File: src/msq_params.svh
`ifndef MSQ_PARAMS_SVH
`define MSQ_PARAMS_SVH
// ----------------------------------------------------------------------
// Register offsets (byte addresses)
// ----------------------------------------------------------------------
`define MSQ_A_CTRL 8'h00
`define MSQ_A_INJ_FREQ 8'h04
`define MSQ_A_BLOCK_TIME 8'h08
`define MSQ_A_INJ_TIME 8'h0C
`define MSQ_A_INJ_LEVEL 8'h10
`define MSQ_A_DWELL 8'h14
`define MSQ_A_TARGET 8'h18
`define MSQ_A_VBUS_THR 8'h1C
`define MSQ_A_STATUS 8'h20
// ----------------------------------------------------------------------
// Fields, limits and reset values
// ----------------------------------------------------------------------
`define MSQ_MODE_W 3
`define MSQ_STALL_BIT 4
`define MSQ_MODE_MAX 3'h4
`define MSQ_MODE_RAMP 3'h0
`define MSQ_MODE_DC 3'h1
`define MSQ_MODE_COAST 3'h2
`define MSQ_MODE_POWER 3'h4
`define MSQ_FREQ_MAX 16'h1770
`define MSQ_TIME_MAX 16'h1770
`define MSQ_LEVEL_MAX 8'hC8
`define MSQ_INJ_FREQ_RST 16'h01F4
`define MSQ_BLOCK_TIME_RST 16'h000A
`define MSQ_INJ_TIME_RST 16'h0064
`define MSQ_INJ_LEVEL_RST 8'h32
`define MSQ_TARGET_RST 16'h1770
`define MSQ_VBUS_THR_RST 12'hC00
`define MSQ_RAMP_STEP_RST 16'h000A
// ----------------------------------------------------------------------
// Timing: one timer tick is 10 ms, clock period 40 ns
// ----------------------------------------------------------------------
`define MSQ_TICK_NS 10000000
`define MSQ_CLK_NS 40
`endif

File: src/msq_pkg.sv
package msq_pkg;
  // --------------------------------------------------------------------
  // Sequencer states
  // --------------------------------------------------------------------
  typedef enum logic [2:0] {
    ST_IDLE, ST_RUN, ST_DECEL, ST_DWELL, ST_BLOCK, ST_INJECT
  } msq_state_e;

  // --------------------------------------------------------------------
  // Drive command to the output stage
  // --------------------------------------------------------------------
  typedef struct packed {
    logic out_en;
    logic inj_on;
    logic [7:0] inj_level;
    logic [15:0] freq;
  } msq_drive_s;
endpackage : msq_pkg

File: src/msq_stop_seq.sv
// Implementation choices: the register addresses and the APB slave port.
`timescale 1ns/10ps
`include "msq_params.svh"
// Summary of operation
// - Stop mode selector accepts values 0 to 4 only.
// - Stop mode selector resets to 0, plain ramp-down stop.
// - Ramp stop lowers frequency along the ramp to 0 Hz, then stops.
// - DC stop ramps down, then injects DC at the braking frequency.
// - Injection start frequency 0.00 to 60.00 Hz, default 5.00 Hz.
// - Output blocked 0.00 to 60.00 s, default 0.10 s, before injection.
// - Injection lasts 0 to 60 s, default 1.00 s, then braking ends.
// - Injection level 0 to 200 percent of rated current, default 50.
// - Dwell below braking frequency is skipped; injection starts instead.
// - Coast mode 2 cuts output at once when run is removed.
// - Power braking mode 4 holds or raises frequency on high bus voltage.
// - Power braking and stall prevention act only while decelerating.
// - Power braking wins over stall prevention when both are enabled.
module msq_stop_seq #(
  parameter int TICK_CYC = `MSQ_TICK_NS / `MSQ_CLK_NS,
  parameter logic [15:0] RAMP_STEP = `MSQ_RAMP_STEP_RST
) (
  input wire logic ref_clk,
  input wire logic srst,
  input wire logic ce,
  input wire logic psel,
  input wire logic penable,
  input wire logic pwrite,
  input wire logic [7:0] paddr,
  input wire logic [31:0] pwdata,
  output logic [31:0] prdata,
  output logic pready,
  output logic pslverr,
  input wire logic run_cmd,
  input wire logic [11:0] vbus_level,
  input wire logic stall_req,
  output msq_pkg::msq_drive_s drive,
  output logic pb_active,
  output logic stall_active
);
  import msq_pkg::*;

  localparam int TW = $clog2(TICK_CYC + 1);

  // --------------------------------------------------------------------
  // Helpers
  // --------------------------------------------------------------------
  function automatic logic [15:0] clamp16(input logic [15:0] v,
                                          input logic [15:0] lim);
    clamp16 = (v > lim) ? lim : v;
  endfunction : clamp16

  function automatic logic [15:0] sat_sub(input logic [15:0] a,
                                          input logic [15:0] b);
    sat_sub = (a > b) ? a - b : 16'h0000;
  endfunction : sat_sub

  // --------------------------------------------------------------------
  // State
  // --------------------------------------------------------------------
  logic [2:0] stop_mode_q, stop_mode_d;
  logic stall_en_q, stall_en_d;
  logic [15:0] inj_freq_q, inj_freq_d;
  logic [15:0] block_time_q, block_time_d;
  logic [15:0] inj_time_q, inj_time_d;
  logic [7:0] inj_level_q, inj_level_d;
  logic [15:0] dwell_freq_q, dwell_freq_d;
  logic [15:0] dwell_time_q, dwell_time_d;
  logic [15:0] target_q, target_d;
  logic [11:0] vbus_thr_q, vbus_thr_d;
  logic [31:0] prdata_q, prdata_d;
  logic pready_q, pready_d;
  logic pslverr_q, pslverr_d;
  msq_state_e state_q, state_d;
  logic [15:0] freq_q, freq_d;
  logic [15:0] cnt_q, cnt_d;
  logic [TW-1:0] tick_cnt_q, tick_cnt_d;
  logic dwell_done_q, dwell_done_d;
  msq_drive_s drive_q, drive_d;
  logic tick;
  logic dwell_ok;
  logic wr_en;
  logic rd_en;
  logic addr_hit;

  // --------------------------------------------------------------------
  // APB slave: one wait state, data registered
  // --------------------------------------------------------------------
  assign wr_en = psel && penable && pready_q && pwrite;
  assign rd_en = psel && penable && !pready_q && !pwrite;
  assign prdata = prdata_q;
  assign pready = pready_q;
  assign pslverr = pslverr_q;

  // Decode against the map; anything else answers with pslverr
  always_comb
  begin
    case (paddr)
      `MSQ_A_CTRL, `MSQ_A_INJ_FREQ, `MSQ_A_BLOCK_TIME, `MSQ_A_INJ_TIME,
      `MSQ_A_INJ_LEVEL, `MSQ_A_DWELL, `MSQ_A_TARGET, `MSQ_A_VBUS_THR,
      `MSQ_A_STATUS: addr_hit = 1'b1;
      default: addr_hit = 1'b0;
    endcase
  end

  // Register writes, read data and the handshake
  always_comb
  begin
    stop_mode_d = stop_mode_q;
    stall_en_d = stall_en_q;
    inj_freq_d = inj_freq_q;
    block_time_d = block_time_q;
    inj_time_d = inj_time_q;
    inj_level_d = inj_level_q;
    dwell_freq_d = dwell_freq_q;
    dwell_time_d = dwell_time_q;
    target_d = target_q;
    vbus_thr_d = vbus_thr_q;
    prdata_d = prdata_q;
    pready_d = psel && penable && !pready_q;
    pslverr_d = psel && penable && !pready_q && !addr_hit;
    if (wr_en)
    begin
      case (paddr)
        `MSQ_A_CTRL:
        begin
          // Out-of-range selector values are dropped, old mode kept
          if (pwdata[`MSQ_MODE_W-1:0] <= `MSQ_MODE_MAX)
            stop_mode_d = pwdata[`MSQ_MODE_W-1:0];
          stall_en_d = pwdata[`MSQ_STALL_BIT];
        end
        `MSQ_A_INJ_FREQ: inj_freq_d =
          clamp16(pwdata[15:0], `MSQ_FREQ_MAX);
        `MSQ_A_BLOCK_TIME: block_time_d =
          clamp16(pwdata[15:0], `MSQ_TIME_MAX);
        `MSQ_A_INJ_TIME: inj_time_d =
          clamp16(pwdata[15:0], `MSQ_TIME_MAX);
        `MSQ_A_INJ_LEVEL: inj_level_d =
          (pwdata[7:0] > `MSQ_LEVEL_MAX) ? `MSQ_LEVEL_MAX
                                         : pwdata[7:0];
        `MSQ_A_DWELL:
        begin
          dwell_freq_d = clamp16(pwdata[15:0], `MSQ_FREQ_MAX);
          dwell_time_d = clamp16(pwdata[31:16], `MSQ_TIME_MAX);
        end
        `MSQ_A_TARGET: target_d = clamp16(pwdata[15:0], `MSQ_FREQ_MAX);
        `MSQ_A_VBUS_THR: vbus_thr_d = pwdata[11:0];
        default: ;
      endcase
    end
    if (rd_en)
    begin
      case (paddr)
        `MSQ_A_CTRL: prdata_d = {27'h0, stall_en_q, 1'b0, stop_mode_q};
        `MSQ_A_INJ_FREQ: prdata_d = {16'h0, inj_freq_q};
        `MSQ_A_BLOCK_TIME: prdata_d = {16'h0, block_time_q};
        `MSQ_A_INJ_TIME: prdata_d = {16'h0, inj_time_q};
        `MSQ_A_INJ_LEVEL: prdata_d = {24'h0, inj_level_q};
        `MSQ_A_DWELL: prdata_d = {dwell_time_q, dwell_freq_q};
        `MSQ_A_TARGET: prdata_d = {16'h0, target_q};
        `MSQ_A_VBUS_THR: prdata_d = {20'h0, vbus_thr_q};
        `MSQ_A_STATUS: prdata_d = {freq_q, 9'h0, stall_active,
          pb_active, drive_q.inj_on, drive_q.out_en, state_q};
        default: prdata_d = 32'h0;
      endcase
    end
  end

  // --------------------------------------------------------------------
  // Stop sequencer
  // --------------------------------------------------------------------
  // Timers advance in 10 ms ticks to keep the counters narrow
  assign tick = (tick_cnt_q == TW'(TICK_CYC - 1));

  // In DC mode, dwell only when it sits at or above the injection point
  assign dwell_ok = (dwell_time_q != 16'h0000) &&
    ((stop_mode_q != `MSQ_MODE_DC) || (dwell_freq_q >= inj_freq_q));

  // Braking aids only while ramping down; power braking masks stall
  assign pb_active = (state_q == ST_DECEL) &&
    (stop_mode_q == `MSQ_MODE_POWER) && (vbus_level > vbus_thr_q);
  assign stall_active = (state_q == ST_DECEL) && stall_en_q &&
    stall_req && !pb_active;

  // Next state, frequency and timers
  always_comb
  begin
    state_d = state_q;
    freq_d = freq_q;
    cnt_d = cnt_q;
    dwell_done_d = dwell_done_q;
    tick_cnt_d = tick ? '0 : tick_cnt_q + TW'(1);
    case (state_q)
      ST_IDLE:
      begin
        freq_d = 16'h0000;
        dwell_done_d = 1'b0;
        if (run_cmd)
          state_d = ST_RUN;
      end
      ST_RUN:
      begin
        if (tick)
          freq_d = (freq_q < target_q)
            ? clamp16(freq_q + RAMP_STEP, target_q)
            : sat_sub(freq_q, RAMP_STEP);
        if (!run_cmd)
        begin
          if (stop_mode_q == `MSQ_MODE_COAST)
          begin
            // Output dropped at once, load left to coast
            state_d = ST_IDLE;
            freq_d = 16'h0000;
          end
          else
            state_d = ST_DECEL;
        end
      end
      ST_DECEL:
      begin
        if (run_cmd && stop_mode_q != `MSQ_MODE_DC)
          state_d = ST_RUN;
        else if (dwell_ok && !dwell_done_q && freq_q <= dwell_freq_q)
        begin
          state_d = ST_DWELL;
          cnt_d = 16'h0000;
        end
        else if (stop_mode_q == `MSQ_MODE_DC && freq_q <= inj_freq_q)
        begin
          state_d = ST_BLOCK;
          cnt_d = 16'h0000;
        end
        else if (freq_q == 16'h0000)
          state_d = ST_IDLE;
        else if (tick)
        begin
          // Regeneration: climb back one step instead of braking
          if (pb_active)
            freq_d = clamp16(freq_q + RAMP_STEP, target_q);
          else if (!stall_active)
            freq_d = sat_sub(freq_q, RAMP_STEP);
        end
      end
      ST_DWELL:
      begin
        if (cnt_q >= dwell_time_q)
        begin
          state_d = ST_DECEL;
          dwell_done_d = 1'b1;
        end
        else if (tick)
          cnt_d = cnt_q + 16'h0001;
      end
      ST_BLOCK:
      begin
        // Let motor flux decay before DC is applied
        freq_d = 16'h0000;
        if (cnt_q >= block_time_q)
        begin
          state_d = ST_INJECT;
          cnt_d = 16'h0000;
        end
        else if (tick)
          cnt_d = cnt_q + 16'h0001;
      end
      ST_INJECT:
      begin
        if (cnt_q >= inj_time_q)
          state_d = ST_IDLE;
        else if (tick)
          cnt_d = cnt_q + 16'h0001;
      end
      default: state_d = ST_IDLE;
    endcase
  end

  // Drive word follows the next state so it lines up with state_q
  always_comb
  begin
    drive_d.freq = freq_d;
    drive_d.out_en = (state_d == ST_RUN) || (state_d == ST_DECEL) ||
      (state_d == ST_DWELL);
    drive_d.inj_on = (state_d == ST_INJECT);
    // Next level value, so a write during injection stays in step
    drive_d.inj_level = (state_d == ST_INJECT) ? inj_level_d
                                                : 8'h00;
  end

  assign drive = drive_q;

  // --------------------------------------------------------------------
  // Registers
  // --------------------------------------------------------------------
  always_ff @(posedge ref_clk)
  begin
    if (srst)
    begin
      stop_mode_q <= `MSQ_MODE_RAMP;
      stall_en_q <= 1'b0;
      inj_freq_q <= `MSQ_INJ_FREQ_RST;
      block_time_q <= `MSQ_BLOCK_TIME_RST;
      inj_time_q <= `MSQ_INJ_TIME_RST;
      inj_level_q <= `MSQ_INJ_LEVEL_RST;
      dwell_freq_q <= 16'h0000;
      dwell_time_q <= 16'h0000;
      target_q <= `MSQ_TARGET_RST;
      vbus_thr_q <= `MSQ_VBUS_THR_RST;
      prdata_q <= 32'h0;
      pready_q <= 1'b0;
      pslverr_q <= 1'b0;
      state_q <= ST_IDLE;
      freq_q <= 16'h0000;
      cnt_q <= 16'h0000;
      tick_cnt_q <= '0;
      dwell_done_q <= 1'b0;
      drive_q <= '0;
    end
    else if (ce)
    begin
      stop_mode_q <= stop_mode_d;
      stall_en_q <= stall_en_d;
      inj_freq_q <= inj_freq_d;
      block_time_q <= block_time_d;
      inj_time_q <= inj_time_d;
      inj_level_q <= inj_level_d;
      dwell_freq_q <= dwell_freq_d;
      dwell_time_q <= dwell_time_d;
      target_q <= target_d;
      vbus_thr_q <= vbus_thr_d;
      prdata_q <= prdata_d;
      pready_q <= pready_d;
      pslverr_q <= pslverr_d;
      state_q <= state_d;
      freq_q <= freq_d;
      cnt_q <= cnt_d;
      tick_cnt_q <= tick_cnt_d;
      dwell_done_q <= dwell_done_d;
      drive_q <= drive_d;
    end
  end
endmodule : msq_stop_seq

File: config.mk
export PLATFORM = sky130hd
export DESIGN_NAME = msq_stop_seq
export DESIGN_NICKNAME = d
export VERILOG_FILES = /design/src/msq_pkg.sv /design/src/msq_stop_seq.sv
export VERILOG_INCLUDE_DIRS = /design/src
export SDC_FILE = /design/constraint.sdc
export NUM_CORES = 1
export LEC_CHECK = 0
export BUFFER_PORTS_ARGS = -buffer_cell sky130_fd_sc_hd__buf_2
export CORE_ASPECT_RATIO = 1.75
export CORE_MARGIN = 2
export CORE_UTILIZATION = 45
export CTS_CLUSTER_SIZE = 20
export DETAILED_ROUTE_END_ITERATION = 8
export GPL_ROUTABILITY_DRIVEN = 0
export PLACE_DENSITY_LB_ADDON = 0.1
export SETUP_SLACK_MARGIN = 0.3
export SLEW_MARGIN = 20
export SYNTH_ARGS = -nofsm -noshare
export SYNTH_HDL_FRONTEND = slang
export SYNTH_SLANG_ARGS = --single-unit
File: constraint.sdc
create_clock -name ref_clk -period 5 [get_ports ref_clk]
set_clock_uncertainty 0.15 [all_clocks]
set_input_delay 0.75 -clock ref_clk [delete_from_list [all_inputs] [get_ports ref_clk]]
set_output_delay 0.75 -clock ref_clk [all_outputs]
set_load 0.005 [all_outputs]
==> impl_results.md, run 1 <==
* Status: complete, no violations
* Core ar. at 0.03052 mm^2
* Final number of hold-violating endpoints at 0
* Fmax at 0.2312 GHz
* Setup crit start kind: flip-flop
* Hold Path Cell Cnt at 2
* Post-CTS Setup Bufs at 0
* Number of flops mapped to enable cells by yosys at 0
* #FFs+latches synth at approximately 220
* Clk buf depth at 3
* Kind of critical path: reg -> reg
* Commonest register cell after synthesis: dfxtp_1
* Post-synth ARST share at 0%
* Min Tclk post-route at 4.326 ns
* Cts repair resizes at 0
* Initial antenna violation count at 0
* Fin nets at 2040
* Final core occ at 51.85%
* DRC at 0
* Die Wd at roughly 140 um
* Total Wirelength at 50990 um
* CTS tree: built
* Max-Slew Margin vs Limit at between 30% and 40%
* Worst R2R Start: drive[10]$_SDFFE_PP0P_
* Slowest Stage Delay on Critical Path at 0.71 ns
* GRT Total Usage at between 30% and 40%
* Post-Synthesis Cells at approximately 1700
* Gr ovfl total at 0
* Ys Warns at 0
* Critical path's top delay family: compound AO/OA/AOI/OAI gates
* P&R area growth vs syn at 14.36%
* CTS hold repair buffers at 0
* Most frequent cells in the layout: 218 x dfxtp_1, 190 x nor2_1, 165 x nand2_1
* CTS Sinks at ~220
* TritonRoute pass-1 iters at 5
* Seq/Total Area, Yosys at between 30% and 40%
* Crit path buffers/inverters at 1
* Post-synth cell types at 87
* Iteration-0 DRC Markers at 910
* Post-DP HPWL at 39330 um
* Ratio of cells with drive above 1 in the final layout at between 10% and 20%
* Max-slew violations at 0
* Reg-to-reg endpoint: drive[14]$_SDFFE_PP0P_
* Die area at 0.03223 mm^2
* Vias in the first global route at 13330
* Unrepaired setup endpoints after global routing: false
* Cells on worst reg2reg path at 12
* # placed instances at around 2200
* Pwr per Cell Area at approximately 260 mW/mm^2
* Mapped Nets at 1941
* Number of I/O port buffers at 121
* # diodes at 0
* Max cap viols at 0
* Setup TNS at 0 ns
* CTS buffer count at 24
* First-pass GRT wire length at approximately 77000 um
* Commonest non-fill, non-tap cell in the layout: dfxtp_1
* Die height at 236 um
* H-tree levels at 1
* Clock-pin slew on the worst setup and hold paths at 0.07 ns
* Area after DPL at 0.01491 mm^2
* Maximum vdd drop at 0.2859 mV
* Routed Antenna Nets at 0
* Slowest-stage cell, CP: a2111oi_0
* Critical path fanouts, max at 15
* I/O pin total at ~120
* Hold crit path type: reg -> reg
* Initial core utilization at 45.35%
* Syn avg cell area at 7.964 um^2
* DR WL/cell at 22.71 um
* Critical path cell sequence: nand4_1 > nor3_1 > nand3_1 > xnor2_1 > ha_1 > nand4_1 > a2111oi_0 > o31ai_4 > buf_4 > a211oi_1 > a211oi_1 > a2111oi_0
* Fin crit share at 86.51%
* Clock latency on the worst-skew pair at around 0.54 ns
* Pleak at around 6.5 nW
* Final Non-Filler Cells at 2245
* Mapped cell area at 0.01384 mm^2
* Endpoint, Worst Hold: drive[17]$_SDFFE_PP0P_
* Number of cell rows at 85
* Via-to-Cell Ratio at 6.058
* # setup viols final at 0
* WP data required at ~5.3 ns
* Via count at 13600
* Worst Path Arrival at 4.59 ns
* Worst Hold Launch: drive[17]$_SDFFE_PP0P_
* Least-Margin Pin Slew at about 1.0 ns
* Largest net degree at the start of global routing at 74
* Number of flip-flops in the largest register at 32
* Root Buffer: clkbuf_16
* R2r setup slk at 0.67 ns
* CP endpoint kind: flip-flop
* Fin area at about 0.016 mm^2
==> final cells by class <==
type                    count  area, um^2
fillers                  2979       14700
well taps                 391       489.2
clock buffers              34       709.4
inverters                 135       506.7
flip-flops and latches    218        4364
clock inverters             9       203.9
multi-input cells        1298        8653
repair buffers            160       900.9
==> power by group <==
group,total (W),switching [W],internal (W)
combinational,0.000245,0.000162,0.0000829
clock,0.00207,0.000778,0.00130
sequential,0.00176,0.0000141,0.00175
total,0.00408,0.000955,0.00313
==> cell usage after synthesis (all sizes together), types with 6 or more instances <==
cell     number  area [um^2]
a2111oi       6        96.34
a211oi       42        325.3
a21o          8        60.06
a21oi       154        770.7
a221oi       26        227.7
a22oi        14        105.1
a31o          7        61.31
a31oi        11        75.07
and2         18        115.1
and3         18        112.6
and4          8        70.07
buf          19        96.34
clkbuf       68        255.2
dfxtp       218         4364
ha          143         1789
inv         135        506.7
mux2i        34        340.3
nand2       169        644.4
nand2b       11        68.82
nand3        43        215.2
nand4        36        225.2
nor2        197        757.0
nor2b         9        56.30
nor3         62        330.3
nor4         17        106.4
o211ai       29        217.7
o21ai        66        330.3
o221a         7        78.83
o22ai        10        62.56
o2bb2ai      10        87.58
o31ai         6        50.05
o32ai         7        68.82
or2           7        43.80
or3           9        56.30
or4           6        52.55
xnor2        19        166.4
xor2         14        122.6
==> worst max path at each step <==
stage | from | endpoint | slack, ns | depth (start not counted)
after floorplan | drive[5]$_SDFFE_PP0P_ | drive[11]$_SDFFE_PP0P_ | 1.06 | 18
after global placement | vbus_level[11] | drive[14]$_SDFFE_PP0P_ | 0.90 | 10
after detailed placement | drive[10]$_SDFFE_PP0P_ | drive[14]$_SDFFE_PP0P_ | 0.78 | 12
after CTS | vbus_thr_q[10]$_SDFFE_PP1P_ | pb_active | 0.79 | 8
after global routing | drive[10]$_SDFFE_PP0P_ | drive[14]$_SDFFE_PP0P_ | 0.46 | 12
final | drive[10]$_SDFFE_PP0P_ | drive[14]$_SDFFE_PP0P_ | 0.67 | 12
==> worst register-to-register path: cells and delay by family (launching register included) <==
kind,cells,cell delay (ns)
DFF,1,0.66
AOI/OAI and AO/OA,5,1.81
xor gates and xnor gates,1,0.18
adders and majority gates,1,0.32
and+or+nand+nor,4,0.85
buffers and inverters,1,0.24
==> cells by family (layout without fill, tap and decap cells) <==
logic type               count (synthesis)  after routing  synth area share, %
AND/OR/NAND/NOR                        629            629                21.83
AO/OA/AOI/OAI                          455            455                22.31
buffers and inverters                  222            338                6.201
flip-flops                             218            218                31.53
adder cells (fa/ha/maj)                143            143                12.93
multiplexers                            38             38                3.110
XOR/XNOR                                33             33                2.088
==> stage by stage <==
stage	worst slack, ns	total power [W]	hold slack (ns)
global placement	0.9019	0.002042	0.2983
floorplan	1.057	0.001935	0.2941
global route	0.4597	0.004194	0.3276
detailed placement	0.7750	0.002045	0.3038
CTS	0.7892	0.004113	0.3139
finish	0.6744	0.004083	0.3103
==> layer usage <==
metal	vias up	global-route usage (%)	wire length, um
met2	490	54.77	25460
met3	193	4.105	2513
met1	6414	33.53	18330
li1	6504	-	-
met5	-	0	0
met4	0	24.84	4691
(Power assumes the default switching activity.)
==> run 2, diff against run 1 <==
--- a/config.mk
+++ b/config.mk
@@ -9,7 +9,7 @@
 export BUFFER_PORTS_ARGS = -buffer_cell sky130_fd_sc_hd__buf_2
 export CORE_ASPECT_RATIO = 1.75
 export CORE_MARGIN = 2
-export CORE_UTILIZATION = 45
+export CORE_UTILIZATION = 36
 export CTS_CLUSTER_SIZE = 20
 export DETAILED_ROUTE_END_ITERATION = 8
 export GPL_ROUTABILITY_DRIVEN = 0
==> constraint.sdc (replaced) <==
create_clock -name ref_clk -period 5 [get_ports ref_clk]
set_clock_uncertainty 0.15 [all_clocks]
set_input_delay 0.25 -clock ref_clk [delete_from_list [all_inputs] [get_ports ref_clk]]
set_output_delay 0.25 -clock ref_clk [all_outputs]
set_load 0.005 [all_outputs]
==> run 2 against run 1 <==
  * Setup slack improved by 0.073 ns
  * Count of clock-buffer cells in the layout fell by 2
  * Sequential cell count did not move
  * Die area rose by 24%
  * Final area rose by 2.7%
  * Wire length rose by 6.9%
  * Register-to-register slack improved by 0.07 ns
  * Power rose by 3.3%
  * Sequential power barely moved
  * Global-route usage fell by 5.0 points
  * Worst hold slack got worse by 0.28 ns
==> impl_results.md, run 2 (same netlist as run 1, synthesis figures left out) <==
* Status: complete, no violations
* Most frequent cells in the layout: 217 x dfxtp_1, 190 x nor2_1, 165 x nand2_1
* Switch Pwr at 0.0009990 W (+4.7%)
* FILL cells at 3907 (+31%)
* Die height at 263.4 um (+12%)
* Fin area at 0.01626 mm^2 (+2.7%)
* Setup crit start kind: flip-flop
* Ratio of cells with drive above 1 in the final layout at 13.78% (-0.085 points)
* Number of flip-flops in the largest register at 32 (unchanged)
* Max-slew violations at 0 (unchanged)
* Iteration-0 DRC Markers at 805 (-12%)
* Slowest Stage Delay on Critical Path at 0.71 ns (about the same)
* DR WL/cell at 23.04 um (+1.4%)
* Clk buf depth at 3 (unchanged)
* WP data required at 5.27 ns (about the same)
* Least-Margin Pin Slew at 1.041 ns (+0.03430 ns)
* Internal power at 0.003221 W (+2.9%)
* Vias in the first global route at 13650 (+2.4%)
* Max cap viols at 0 (unchanged)
* Number of cell rows at 95 (+12%)
* CTS tree: built
* Initial core utilization at 36.27% (-9.1 points)
* Maximum vdd drop at 0.2644 mV (-7.5%)
* Dpl ws at 0.6894 ns (-0.08563 ns)
* Final number of hold-violating endpoints at 0 (unchanged)
* Max-Slew Margin vs Limit at 29.93% (-2.9 points)
* Largest net degree at the start of global routing at 51 (-31%)
* Final core occ at 42.61% (-9.2 points)
* I/O pin total at 122 (unchanged)
* Crit. Startpoint: drive[3]$_SDFFE_PP0P_
* Total Wirelength at 54510 um (+6.9%)
* Kind of critical path: reg -> reg
* Initial antenna violation count at 1 (+1)
* Worst Hold Launch: penable
* Area after DPL at 0.01500 mm^2 (+0.59%)
* Via-to-Cell Ratio at 5.762 (-4.9%)
* First-pass GRT wire length at 82260 um (+6.5%)
* Fin nets at 2065 (+1.2%)
* Commonest non-fill, non-tap cell in the layout: dfxtp_1
* CTS buffer count at 26 (+8.3%)
* Via count at 13630 (+0.24%)
* GRT Total Usage at 26.49% (-5.0 points)
* Fin crit share at 85.05% (-1.5 points)
* Clock latency on the worst-skew pair at 0.57 ns (+0.03 ns)
* CTS Sinks at 218 (unchanged)
* Post-CTS Setup Bufs at 0 (unchanged)
* Unrepaired setup endpoints after global routing: false
* Clk network pwr share at 51.9% (+1.1 points)
* Core ar. at 0.03816 mm^2 (+25%)
* Setup ws final at 0.7475 ns (+0.07305 ns)
* # setup viols final at 0 (unchanged)
* Flop pwr share at 41.9% (-1.3 points)
* DRC at 0 (unchanged)
* Die Wd at 152.2 um (+11%)
* Pwr per Cell Area at 259.6 mW/mm^2 (+0.60%)
* Clock-pin slew on the worst setup and hold paths at 0.07 ns (about the same)
* Hold crit path type: in -> reg
* Routed Antenna Nets at 0 (unchanged)
* Gr ovfl total at 0 (unchanged)
* Slowest-stage cell, CP: dfxtp_1
* Net Sw Frac at 23.67% (+0.30 points)
* Worst R2R Start: drive[3]$_SDFFE_PP0P_
* Worst Path Arrival at 4.52 ns (-0.07 ns)
* Critical path cell sequence: a21oi_1 > nor2_1 > nand2_1 > nor3_1 > xnor2_1 > inv_1 > ha_1 > nand4_1 > a2111oi_0 > o31ai_4 > buf_4 > a211oi_1 > a211oi_1 > a2111oi_0
* TritonRoute pass-1 iters at 5 (unchanged)
* Number of I/O port buffers at 121 (unchanged)
* Setup TNS at 0 ns (unchanged)
* CP endpoint kind: flip-flop
* Min Tclk post-route at 4.253 ns (-0.07305 ns)
* Critical path fanouts, max at 16 (+1)
* Pleak at 6.633 nW (+2.0%)
* Post-DP HPWL at 41840 um (+6.4%)
* H-tree levels at 1 (unchanged)
* P&R area growth vs syn at 17.47%
* Logic pwr share at 6.2% (+0.2 points)
* Fmax at 0.2352 GHz (+1.7%)
* Die area at 0.04009 mm^2 (+24%)
* Root Buffer: clkbuf_16
## run 2: cell types whose count changed in the layout (fill, tap and decap cells not counted)
cell and change:
clkinv_8 +1, clkinv_2 +3, buf_4 -4, inv_8 +1, dlygate4sd3_1 +27, clkbuf_16 +1, clkinvlp_4 -1, dfxtp_2 +1
clkbuf_1 -2, diode_2 +1, bufinv_16 +1, clkbuf_8 -1, dfxtp_1 -1
## run 2: final cells by class
type | count | area [um^2] | area share, %
clock inverter | 14 | 269.0 | 1.655
inverter | 135 | 506.7 | 3.117
timing repair buffer | 183 | 1141 | 7.019
tap | 485 | 606.8 | 3.732
clock buffer | 32 | 713.2 | 4.387
antenna | 1 | 2.502 | 0.01539
sequential | 218 | 4365 | 26.85
multi-input combinational | 1298 | 8653 | 53.22
## run 2: worst paths after layout
check | endpoint | slack [ns] | depth (start not counted)
min reg2reg | drive[21]$_SDFFE_PP0P_ | 0.31 | 2
min | pslverr$_SDFFE_PP0P_ | 0.03 | 5
max | drive[14]$_SDFFE_PP0P_ | 0.75 | 14
max reg2reg | drive[14]$_SDFFE_PP0P_ | 0.75 | 14
## run 2: timing repair
action | CTS | global route
endpoints found under the hold margin | 46 | 0
hold buffers | 27 | 0
resized for setup | 0 | 1
setup endpoints to repair | 0 | 1
## run 2: power groups by stage
stage | logic [W] | registers (W) | clock network [W]
finish | 0.000262 | 0.00177 | 0.00219
global placement | 0.000243 | 0.00180 | 0
global route | 0.000283 | 0.00177 | 0.00230
floorplan | 0.000137 | 0.00180 | 0
detailed placement | 0.000245 | 0.00181 | 0
CTS | 0.000261 | 0.00177 | 0.00223
## run 2: metrics by stage
step | total power (W) | hold slack [ns] | instances
2_1_floorplan | 0.001935 | 0.2360 | 1738
3_3_place_gp | 0.002048 | 0.3020 | 2292
3_5_place_dp | 0.002050 | 0.3052 | 2292
4_1_cts | 0.004262 | 0.008090 | 2365
5_1_grt | 0.004351 | 0.03836 | 2366
6_report | 0.004220 | 0.03102 | 2366
## run 2: routing by layer
metal,routed length [um],GRT usage (%),share of wire [%],vias to the layer above
met1,20060,27.90,37,6521
met2,28500,49.99,52,411
met5,0,0,0,-
li1,-,-,-,6544
met3,2187,2.700,4.0,158
met4,3759,16.27,6.9,0
## run 2: worst max-delay path: cells and delay by family (launching register included)
family,cells,cell delay [ns]
compound gates,6,1.73
simple gates,4,0.77
flops,1,0.71
fa+ha+maj,1,0.29
buf+inv,2,0.28
xor+xnor,1,0.17
